File: config.mk
export PLATFORM = sky130hd
export DESIGN_NAME = hotswap_mfr_command_bank
export DESIGN_NICKNAME = d
export VERILOG_FILES = /design/src/hotswap_mfr_pkg.sv /design/src/hotswap_mfr_command_bank.sv
export SDC_FILE = /design/constraint.sdc
export NUM_CORES = 1
export LEC_CHECK = 0
export ABC_AREA = 1
export BUFFER_PORTS_ARGS = -buffer_cell sky130_fd_sc_hd__buf_4
export CORE_ASPECT_RATIO = 0.75
export CORE_UTILIZATION = 55
export CTS_CLUSTER_DIAMETER = 120
export DETAILED_ROUTE_END_ITERATION = 10
export GPL_ROUTABILITY_DRIVEN = 0
export GPL_TIMING_DRIVEN = 0
export PLACE_DENSITY = 0.78
export SETUP_SLACK_MARGIN = 0.1
export SLEW_MARGIN = 10
export SYNTH_ARGS = -nofsm -noshare
export SYNTH_HDL_FRONTEND = slang
export SYNTH_SLANG_ARGS = --single-unit
export TNS_END_PERCENT = 50
File: constraint.sdc
create_clock -name ref_clk -period 1.9 [get_ports ref_clk]
set_clock_uncertainty 0.1 [all_clocks]
set_input_delay 0.19 -clock ref_clk [delete_from_list [all_inputs] [get_ports ref_clk]]
set_output_delay 0.19 -clock ref_clk [all_outputs]
set_load 0.01 [all_outputs]
File: src/hotswap_mfr_pkg.sv
package hotswap_mfr_pkg;
  // command codes of the vendor bank
  localparam logic [7:0] CMD_AUX_VOLTAGE   = 8'hD0;
  localparam logic [7:0] CMD_INPUT_CURRENT = 8'hD1;
  localparam logic [7:0] CMD_INPUT_POWER   = 8'hD2;
  localparam logic [7:0] CMD_CURRENT_WARN  = 8'hD3;
  localparam logic [7:0] CMD_POWER_WARN    = 8'hD4;
  localparam logic [7:0] CMD_PEAK_POWER    = 8'hD5;
  localparam logic [7:0] CMD_PEAK_CLEAR    = 8'hD6;
  localparam logic [7:0] CMD_GATE_INHIBIT  = 8'hD7;
  localparam logic [7:0] CMD_ALERT_SUPP    = 8'hD8;
  localparam logic [7:0] CMD_SETUP         = 8'hD9;

  localparam int unsigned SAMPLE_W = 12;
  localparam logic [11:0] FULL_SCALE     = 12'hFFF;
  localparam logic [11:0] ZERO12         = 12'h000;
  localparam logic [15:0] WARN_RESET     = 16'h0_FFF;
  localparam logic [15:0] ALERT_RESET    = 16'h0_820;
  localparam logic [15:0] ALERT_VALID    = 16'hF_D7F;
  localparam logic [7:0]  GATE_VALID     = 8'h3D;
  localparam logic [7:0]  SETUP_RESET    = 8'h00;
  localparam logic [7:0]  SETUP_VALID    = 8'hFC;

  // condition vector positions; only the low byte is shared by both masks
  localparam int unsigned F_CB   = 0;
  localparam int unsigned F_CML  = 1;
  localparam int unsigned F_OT   = 2;
  localparam int unsigned F_IIN  = 3;
  localparam int unsigned F_VOV  = 4;
  localparam int unsigned F_VUV  = 5;
  localparam int unsigned W_SHORT = 6;
  localparam int unsigned W_OP    = 8;
  localparam int unsigned W_OT    = 10;
  localparam int unsigned W_PGOOD = 11;
  localparam int unsigned W_VOV   = 12;
  localparam int unsigned W_VUV   = 13;
  localparam int unsigned W_IIN   = 14;
  localparam int unsigned W_VOUT  = 15;

  // setup byte fields
  localparam int unsigned SET_RETRY_HI = 7;
  localparam int unsigned SET_RETRY_LO = 5;
  localparam int unsigned SET_LIMIT    = 4;
  localparam int unsigned SET_RATIO    = 3;
  localparam int unsigned SET_SOURCE   = 2;
endpackage

File: src/hotswap_mfr_command_bank.sv
`timescale 1ns/100ps
module hotswap_mfr_command_bank (
  input  wire logic        ref_clk,
  input  wire logic        rstn,
  // command port from the bus engine
  input  wire logic        cmd_write,
  input  wire logic        cmd_read,
  input  wire logic        cmd_send_byte,
  input  wire logic [7:0]  cmd_code,
  input  wire logic [15:0] cmd_wdata,
  output logic      [15:0] cmd_rdata,
  output logic             cmd_ack,
  output logic             cmd_unsupported,
  // telemetry from the converter
  input  wire logic        sample_valid,
  input  wire logic [11:0] aux_voltage_raw,
  input  wire logic        aux_over_range,
  input  wire logic        aux_under_range,
  input  wire logic [11:0] input_current_raw,
  input  wire logic [11:0] input_voltage_raw,
  // fault and warning conditions from analog monitors
  input  wire logic [15:0] condition_in,
  input  wire logic        input_voltage_above_lockout,
  // strap pins, asynchronous
  input  wire logic [2:0]  strap_retry,
  input  wire logic        strap_limit_low,
  input  wire logic        strap_ratio_high,
  // outputs
  output logic             alert_output,
  output logic             gate_off_request,
  output logic      [15:0] status_flags,
  output logic      [2:0]  retry_select,
  output logic             limit_low_select,
  output logic             ratio_high_select,
  output logic             ocw_flag,
  output logic             opw_flag
);

  // held readings, each twelve bits wide as converted
  logic [11:0] aux_voltage_reg;
  logic [11:0] input_current_reg;
  logic [11:0] input_power_reg;
  logic [11:0] peak_power_reg;
  logic [15:0] current_warn_reg;
  logic [15:0] power_warn_reg;
  logic [7:0]  gate_inhibit_reg;
  logic [15:0] alert_suppress_reg;
  logic [7:0]  setup_reg;
  logic        uv_startup_reg;
  logic        ocw_reg;
  logic        opw_reg;
  // strap synchroniser, two stages
  logic [4:0]  strap_meta_reg;
  logic [4:0]  strap_sync_reg;
  // combinational helpers
  logic [23:0] power_product;
  logic [11:0] power_next;
  logic [11:0] aux_next;
  logic [15:0] cond_all;
  // decoded command strobes
  logic        wr_current_warn;
  logic        wr_power_warn;
  logic        wr_gate_inhibit;
  logic        wr_alert_suppress;
  logic        wr_setup;
  logic        peak_clear_cmd;
  logic        rd_known;
  logic [15:0] rdata_next;
  logic [15:0] alert_hits;
  logic [7:0]  gate_hits;

  // a threshold of all ones means the warning is off; the compare is on the
  // whole word, so a threshold above 0fff can never trip either
  function automatic logic over_warn(input logic [11:0] val, input logic [15:0] lim);
    over_warn = (lim[11:0] != hotswap_mfr_pkg::FULL_SCALE) && ({4'h0, val} > lim);
  endfunction

  // one strobe aimed at one command code; shared by write, clear and support decode
  function automatic logic cmd_hit(input logic strobe, input logic [7:0] code, input logic [7:0] want);
    cmd_hit = strobe && (code == want);
  endfunction

  // straps pass two flops before use; the pins are not tied to ref_clk, so
  // only the second stage may feed logic, and a strap change shows up two
  // cycles late, which is harmless for static configuration
  always_ff @(posedge ref_clk or negedge rstn) begin
    if (!rstn) begin
      strap_meta_reg <= 5'h00;
      strap_sync_reg <= 5'h00;
    end else begin
      strap_meta_reg <= {strap_retry, strap_limit_low, strap_ratio_high};
      strap_sync_reg <= strap_meta_reg;
    end
  end

  // power product: keep only the upper twelve bits; the low half is
  // dropped on purpose, twelve bits is all the reading carries
  assign power_product = input_voltage_raw * input_current_raw;
  assign power_next    = power_product[23:12];

  // command strobes, decoded once so each register process stays small
  assign wr_current_warn   = cmd_hit(cmd_write, cmd_code, hotswap_mfr_pkg::CMD_CURRENT_WARN);
  assign wr_power_warn     = cmd_hit(cmd_write, cmd_code, hotswap_mfr_pkg::CMD_POWER_WARN);
  assign wr_gate_inhibit   = cmd_hit(cmd_write, cmd_code, hotswap_mfr_pkg::CMD_GATE_INHIBIT);
  assign wr_alert_suppress = cmd_hit(cmd_write, cmd_code, hotswap_mfr_pkg::CMD_ALERT_SUPP);
  assign wr_setup          = cmd_hit(cmd_write, cmd_code, hotswap_mfr_pkg::CMD_SETUP);
  assign peak_clear_cmd    = cmd_hit(cmd_send_byte, cmd_code, hotswap_mfr_pkg::CMD_PEAK_CLEAR);

  // aux clamp, converter range flags override the code, since the code
  // itself may wrap when the input leaves the converter's range
  always_comb begin
    if (aux_over_range) begin
      aux_next = hotswap_mfr_pkg::FULL_SCALE;
    end else if (aux_under_range) begin
      aux_next = hotswap_mfr_pkg::ZERO12;
    end else begin
      aux_next = aux_voltage_raw;
    end
  end

  // aux voltage reading, clamped at capture time
  always_ff @(posedge ref_clk or negedge rstn) begin
    if (!rstn) begin
      aux_voltage_reg <= hotswap_mfr_pkg::ZERO12;
    end else if (sample_valid) begin
      aux_voltage_reg <= aux_next;
    end
  end

  // input current reading, taken straight from the converter
  always_ff @(posedge ref_clk or negedge rstn) begin
    if (!rstn) begin
      input_current_reg <= hotswap_mfr_pkg::ZERO12;
    end else if (sample_valid) begin
      input_current_reg <= input_current_raw;
    end
  end

  // input power reading; captured with the others so the three stay aligned
  always_ff @(posedge ref_clk or negedge rstn) begin
    if (!rstn) begin
      input_power_reg <= hotswap_mfr_pkg::ZERO12;
    end else if (sample_valid) begin
      input_power_reg <= power_next;
    end
  end

  // peak tracking; a clear in the same cycle as a sample restarts from it,
  // so a sample landing on the clear is never lost from the new peak
  always_ff @(posedge ref_clk or negedge rstn) begin
    if (!rstn) begin
      peak_power_reg <= hotswap_mfr_pkg::ZERO12;
    end else if (peak_clear_cmd) begin
      peak_power_reg <= sample_valid ? power_next : hotswap_mfr_pkg::ZERO12;
    end else if (sample_valid && power_next > peak_power_reg) begin
      peak_power_reg <= power_next;
    end
  end

  // current warning per sample; the flag follows the latest sample, not sticky
  always_ff @(posedge ref_clk or negedge rstn) begin
    if (!rstn) begin
      ocw_reg <= 1'b0;
    end else if (sample_valid) begin
      ocw_reg <= over_warn(input_current_raw, current_warn_reg);
    end
  end

  // power warning per sample; there is no power fault, only this flag
  always_ff @(posedge ref_clk or negedge rstn) begin
    if (!rstn) begin
      opw_reg <= 1'b0;
    end else if (sample_valid) begin
      opw_reg <= over_warn(power_next, power_warn_reg);
    end
  end

  // undervoltage fault holds from startup until input first passes lockout;
  // it never sets again here, later undervoltage arrives on condition_in
  always_ff @(posedge ref_clk or negedge rstn) begin
    if (!rstn) begin
      uv_startup_reg <= 1'b1;
    end else if (input_voltage_above_lockout) begin
      uv_startup_reg <= 1'b0;
    end
  end

  // current warning threshold; stored whole, and all sixteen bits take part in the compare
  always_ff @(posedge ref_clk or negedge rstn) begin
    if (!rstn) begin
      current_warn_reg <= hotswap_mfr_pkg::WARN_RESET;
    end else if (wr_current_warn) begin
      current_warn_reg <= cmd_wdata;
    end
  end

  // power warning threshold
  always_ff @(posedge ref_clk or negedge rstn) begin
    if (!rstn) begin
      power_warn_reg <= hotswap_mfr_pkg::WARN_RESET;
    end else if (wr_power_warn) begin
      power_warn_reg <= cmd_wdata;
    end
  end

  // gate inhibit; unused bits are dropped so they always read zero
  always_ff @(posedge ref_clk or negedge rstn) begin
    if (!rstn) begin
      gate_inhibit_reg <= 8'h00;
    end else if (wr_gate_inhibit) begin
      gate_inhibit_reg <= cmd_wdata[7:0] & hotswap_mfr_pkg::GATE_VALID;
    end
  end

  // alert suppress; unused bits are dropped at write time
  always_ff @(posedge ref_clk or negedge rstn) begin
    if (!rstn) begin
      alert_suppress_reg <= hotswap_mfr_pkg::ALERT_RESET;
    end else if (wr_alert_suppress) begin
      alert_suppress_reg <= cmd_wdata & hotswap_mfr_pkg::ALERT_VALID;
    end
  end

  // host setup byte; bits 1:0 are unused and dropped
  always_ff @(posedge ref_clk or negedge rstn) begin
    if (!rstn) begin
      setup_reg <= hotswap_mfr_pkg::SETUP_RESET;
    end else if (wr_setup) begin
      setup_reg <= cmd_wdata[7:0] & hotswap_mfr_pkg::SETUP_VALID;
    end
  end

  // merged condition vector, local warnings and startup flag folded in;
  // bit 8 from outside is ignored, the power warning is made here only
  always_comb begin
    cond_all = condition_in;
    cond_all[hotswap_mfr_pkg::W_IIN] = condition_in[hotswap_mfr_pkg::W_IIN] | ocw_reg;
    cond_all[hotswap_mfr_pkg::W_OP]  = opw_reg;
    cond_all[hotswap_mfr_pkg::F_VUV] = condition_in[hotswap_mfr_pkg::F_VUV] | uv_startup_reg;
    cond_all = cond_all & hotswap_mfr_pkg::ALERT_VALID;
  end

  // per-bit alert contributions: a masked condition still lands in status
  for (genvar i = 0; i < 16; i++) begin : g_alert_hit
    assign alert_hits[i] = cond_all[i] & ~alert_suppress_reg[i];
  end

  // per-bit gate contributions: only fault positions 0 and 2 to 5 may open the switch
  for (genvar i = 0; i < 8; i++) begin : g_gate_hit
    assign gate_hits[i] = cond_all[i] & hotswap_mfr_pkg::GATE_VALID[i] & ~gate_inhibit_reg[i];
  end

  // alert raised by any condition the host has not suppressed
  always_ff @(posedge ref_clk or negedge rstn) begin
    if (!rstn) begin
      alert_output <= 1'b0;
    end else begin
      alert_output <= |alert_hits;
    end
  end

  // gate request; the power warning sits at bit 8 and never reaches it
  always_ff @(posedge ref_clk or negedge rstn) begin
    if (!rstn) begin
      gate_off_request <= 1'b0;
    end else begin
      gate_off_request <= |gate_hits;
    end
  end

  // status keeps every condition, masked or not
  always_ff @(posedge ref_clk or negedge rstn) begin
    if (!rstn) begin
      status_flags <= 16'h0_000;
    end else begin
      status_flags <= cond_all;
    end
  end

  // retry select: 000 hands the choice back to the straps
  always_ff @(posedge ref_clk or negedge rstn) begin
    if (!rstn) begin
      retry_select <= 3'h0;
    end else begin
      retry_select <= (setup_reg[hotswap_mfr_pkg::SET_RETRY_HI:hotswap_mfr_pkg::SET_RETRY_LO] == 3'h0)
                      ? strap_sync_reg[4:2]
                      : setup_reg[hotswap_mfr_pkg::SET_RETRY_HI:hotswap_mfr_pkg::SET_RETRY_LO];
    end
  end

  // limit and ratio: register values only when the source bit is set
  always_ff @(posedge ref_clk or negedge rstn) begin
    if (!rstn) begin
      limit_low_select  <= 1'b0;
      ratio_high_select <= 1'b0;
    end else if (setup_reg[hotswap_mfr_pkg::SET_SOURCE]) begin
      limit_low_select  <= setup_reg[hotswap_mfr_pkg::SET_LIMIT];
      ratio_high_select <= setup_reg[hotswap_mfr_pkg::SET_RATIO];
    end else begin
      limit_low_select  <= strap_sync_reg[1];
      ratio_high_select <= strap_sync_reg[0];
    end
  end

  // read decode; unknown codes return zero and are flagged unsupported
  always_comb begin
    rdata_next = 16'h0_000;
    rd_known   = 1'b1;
    case (cmd_code)
      hotswap_mfr_pkg::CMD_AUX_VOLTAGE:   rdata_next = {4'h0, aux_voltage_reg};
      hotswap_mfr_pkg::CMD_INPUT_CURRENT: rdata_next = {4'h0, input_current_reg};
      hotswap_mfr_pkg::CMD_INPUT_POWER:   rdata_next = {4'h0, input_power_reg};
      hotswap_mfr_pkg::CMD_CURRENT_WARN:  rdata_next = current_warn_reg;
      hotswap_mfr_pkg::CMD_POWER_WARN:    rdata_next = power_warn_reg;
      hotswap_mfr_pkg::CMD_PEAK_POWER:    rdata_next = {4'h0, peak_power_reg};
      hotswap_mfr_pkg::CMD_GATE_INHIBIT:  rdata_next = {8'h00, gate_inhibit_reg};
      hotswap_mfr_pkg::CMD_ALERT_SUPP:    rdata_next = alert_suppress_reg;
      hotswap_mfr_pkg::CMD_SETUP:         rdata_next = {8'h00, setup_reg};
      default:                            rd_known   = 1'b0;
    endcase
  end

  // read data register; holds until the next read so a slow host can take it
  always_ff @(posedge ref_clk or negedge rstn) begin
    if (!rstn) begin
      cmd_rdata <= 16'h0_000;
    end else if (cmd_read) begin
      cmd_rdata <= rdata_next;
    end
  end

  // acknowledge one cycle after every request, whatever its code
  always_ff @(posedge ref_clk or negedge rstn) begin
    if (!rstn) begin
      cmd_ack <= 1'b0;
    end else begin
      cmd_ack <= cmd_read | cmd_write | cmd_send_byte;
    end
  end

  // unsupported: unknown read code, or a send-byte that is not peak clear
  always_ff @(posedge ref_clk or negedge rstn) begin
    if (!rstn) begin
      cmd_unsupported <= 1'b0;
    end else begin
      cmd_unsupported <= (cmd_read && !rd_known) || (cmd_send_byte && !peak_clear_cmd);
    end
  end

  // warning flags leave as plain copies of their registers
  assign ocw_flag = ocw_reg;
  assign opw_flag = opw_reg;

endmodule // hotswap_mfr_command_bank

==> reports/metrics.cfg <==
[run_status]
outcome=finished, violations left
failed_checks=negative setup slack

[synth]
synthesized_area_fraction_occupied_by_xor_and_xnor_cells=0.00427
synth_cell_type_count=47
synthDominantAreaCellType=sky130_fd_sc_hd__dfrtp_1
synth_compound_gate_area_share=0.102
netlist_top_cells_area=sky130_fd_sc_hd__dfrtp_1 26%, sky130_fd_sc_hd__fa_1 16%, sky130_fd_sc_hd__nand2_1 13%
yosysWarningCount=0
ys_top_cells_by_count=428 x sky130_fd_sc_hd__nand2_1, 311 x sky130_fd_sc_hd__inv_1, 130 x sky130_fd_sc_hd__dfrtp_1
synth_seq_cells=157
yosys-mux-area-fraction=0
synth_cells=1523
synth_async_sr_flop_share=1.00
synth.top_cell.area_share=0.265
synth_seq_area_share=0.322
synthMostInstantiatedCell=sky130_fd_sc_hd__nand2_1
number_of_enable_flip_flop_cells_after_synthesis=0
synthAdderAreaFrac=0.257
synth_ff_type=sky130_fd_sc_hd__dfrtp_1
syn-cell-area_um2=12300
synthSimpleGateAreaFrac=0.198
synth_top_family_by_area=adder cells
post_synth.cell_area_avg_um2=8.07

[drt]
route.antenna.remaining_nets=0
route.final.wire_length_mm=43.1
dr.pass1.iters=6
vias_per_cell=5.93
final_routed_drc_violation_total=0
num_vias=12500
post_drt_wl_per_cell_um=20.5
drtIter0Drc=1487

[sta]
min_period_ns=5.90
grt_setup_unrepaired=yes
holdWs_ns=0.000373
fmax_mhz=169
drv_slew=0
timing.slew.headroom=0.469
finalWorstSetupSlack_ns=-4.00
finalCritPeriodShare=3.11
tightestPinTransition_ns=0.796
setup_violations=26
hold_violations=0

[grt]
globalRouteTotalUtil=0.360
grt_util_met1=0.495
global_route_overflow=0
global_route.peak_usage_layer=met2
number_of_global_route_vias_before_repair=12100
grt_max_degree=86
grt_pass1_wl_mm=63.9
grt_use_met2=0.538
antenna_found_initial=1
grt_util_met3=0.121

[hold_path]
hold_class=primary input to flop

[clock_network]
clkSlewWorstSetupHoldPaths_ns=0.06
clkLatencyLatePin_ns=0.44
cts-buffers-inserted=17
clock-sinks=157
cts_buffer_depth=2
htree_levels=4
ctsRootBufferMaster=sky130_fd_sc_hd__clkbuf_16
tritoncts_clock_tree=built

[power]
net-switching-power_mw=14.8
p_per_area_nw_per_um2=1780
power.leakage_nw=8.62
power.share.switching=0.496
clockPowerShare=0.124
portion_of_total_power_attributed_to_sequential_cells=0.138
fraction_of_power_consumed_by_combinational_cells=0.738
internal_power_mw=15.0
vdd.ir_drop.worst_v=0.00200

[worst_setup_path]
setup.worst_path.end_class=flop
regToRegSetupSlack_ns=-0.39
critPathMaxFanout=8
setup.worst_path.class=primary input to flop
cp.arrival_ns=6.13
peak_per_stage_delay_on_the_critical_path_ns=0.59
cp.required_ns=2.13
worst_setup_path_start_kind=primary input
slowest_stage_cell_cp=sky130_fd_sc_hd__fa_1

[place]
port_buffers=126
place.detailed.instances=1939
dp_hpwl_mm=27.9

[floorplan]
core-area_um2=21500
die_h_um=131
count_of_pins_on_the_block_boundary=133
start_util=0.571
die_w_um=175
row_count=46
total_die_area_um2=23000

[final_layout]
nFillCells=1347
layout-area-overhead-vs-synth_pct=35.8
nNetsFinal=2089
antennaDiodeCount=0
post_route_cells_drive_above_1_share=0.261
layout.cells.non_filler=2107

[flow_run]
maxCapViolations=0

worst max-delay path, delay by kind of cell:
kind | cells | cell delay (ns)
buf+inv | 6 | 0.66
compound gates | 4 | 0.61
simple gates | 14 | 1.50
fa+ha+maj | 7 | 3.13
power groups by stage:
| stage | sequential [mW] | combinational (mW) | clock [mW] |
|---|---|---|---|
| 2_1_floorplan | 4.07 | 11.0 | 0 |
| 3_3_place_gp | 4.10 | 13.6 | 0 |
| 3_5_place_dp | 4.10 | 14.2 | 0 |
| 4_1_cts | 4.05 | 17.4 | 3.64 |
| 5_1_grt | 4.12 | 23.3 | 3.83 |
| 6_report | 4.10 | 21.9 | 3.68 |
worst paths after layout:
path / startpoint / endpoint / depth (start not counted)
worst max register to register: peak_power_reg[8] / peak_power_reg[7] / 12
worst max-delay path: input_current_raw[6] / peak_power_reg[7] / 31
worst min-delay path: cmd_wdata[7] / power_warn_reg[7] / 3
min in group asynchronous: rstn / aux_voltage_reg[4] / 2
max in group asynchronous: rstn / alert_suppress_reg[11] / 3
worst min register to register: strap_meta_reg[0] / strap_sync_reg[0] / 0
layer usage:
| layer | part of all wire | up-vias |
|---|---|---|
| met3 | 0.14 | 207 |
| met5 | 0.00030 | - |
| met2 | 0.44 | 971 |
| met4 | 0.039 | 2 |
| li1 | - | 5292 |
| met1 | 0.38 | 6028 |
repair_timing:
action                                  CTS  global route
cloned                                    4             1
pin swaps                                41            32
hold buffers                             58             0
endpoints found under the setup margin   27            29
endpoints found under the hold margin   150             0
buffers inserted                         54            19
gates resized for setup                 122            87
stage by stage:
| step | setup TNS, ns | setup slack (ns) | util | cell area [um2] | power (mW) |
|---|---|---|---|---|---|
| after CTS | -74.69 | -3.55 | 0.754 | 16200 | 25.1 |
| after global placement | -120.69 | -4.32 | 0.648 | 14000 | 17.7 |
| final | -83.57 | -4.00 | 0.776 | 16700 | 29.7 |
| after floorplan | -72.25 | -3.47 | - | 12600 | 15.0 |
| after global routing | -86.30 | -4.13 | 0.776 | 16700 | 31.2 |
| after detailed placement | -93.44 | -4.46 | 0.650 | 14000 | 18.3 |
cell usage in the layout, fill, tap and decap left out, types with 7 or more instances in the layout:
cell and count:
sky130_fd_sc_hd__nor2_1 39, sky130_fd_sc_hd__o21ai_1 21, sky130_fd_sc_hd__nand2_4 18, sky130_fd_sc_hd__a21oi_2 12, sky130_fd_sc_hd__dfstp_2 27, sky130_fd_sc_hd__nand2_1 372, sky130_fd_sc_hd__nor2_2 8, sky130_fd_sc_hd__fa_1 94
sky130_fd_sc_hd__ha_1 79, sky130_fd_sc_hd__ha_4 15, sky130_fd_sc_hd__o22ai_1 26, sky130_fd_sc_hd__nand4_1 13, sky130_fd_sc_hd__clkbuf_1 13, sky130_fd_sc_hd__buf_4 182, sky130_fd_sc_hd__o21ai_2 8, sky130_fd_sc_hd__a22oi_1 7
sky130_fd_sc_hd__nand3_1 32, sky130_fd_sc_hd__clkbuf_16 34, sky130_fd_sc_hd__buf_6 12, sky130_fd_sc_hd__dfrtp_1 130, sky130_fd_sc_hd__nand2_2 45, sky130_fd_sc_hd__inv_2 24, sky130_fd_sc_hd__dlygate4sd3_1 58, sky130_fd_sc_hd__o21ai_0 75
sky130_fd_sc_hd__a21oi_1 53, sky130_fd_sc_hd__nor4_1 8, sky130_fd_sc_hd__inv_1 293
final cells by class:
cell class,instances,area [um2],area share
buffer,51,621,0.0372
timing repair buffer,263,2310,0.139
inverter,320,1210,0.0724
tap,288,360,0.0216
clock inverter,15,200,0.0120
sequential,157,3960,0.237
clock buffer,17,425,0.0255
multi-input combinational,996,7600,0.455
cells by family (layout without fill, tap and decap cells):
kind of cell             count (synthesis)  count (layout)
buffers and inverters                  371             666
other                                    1               2
XOR/XNOR                                 6               6
flip-flops                             157             157
AND/OR/NAND/NOR                        567             567
AO/OA/AOI/OAI                          228             228
adder cells (fa/ha/maj)                193             193
No activity file was read; power rests on OpenSTA's default activity.
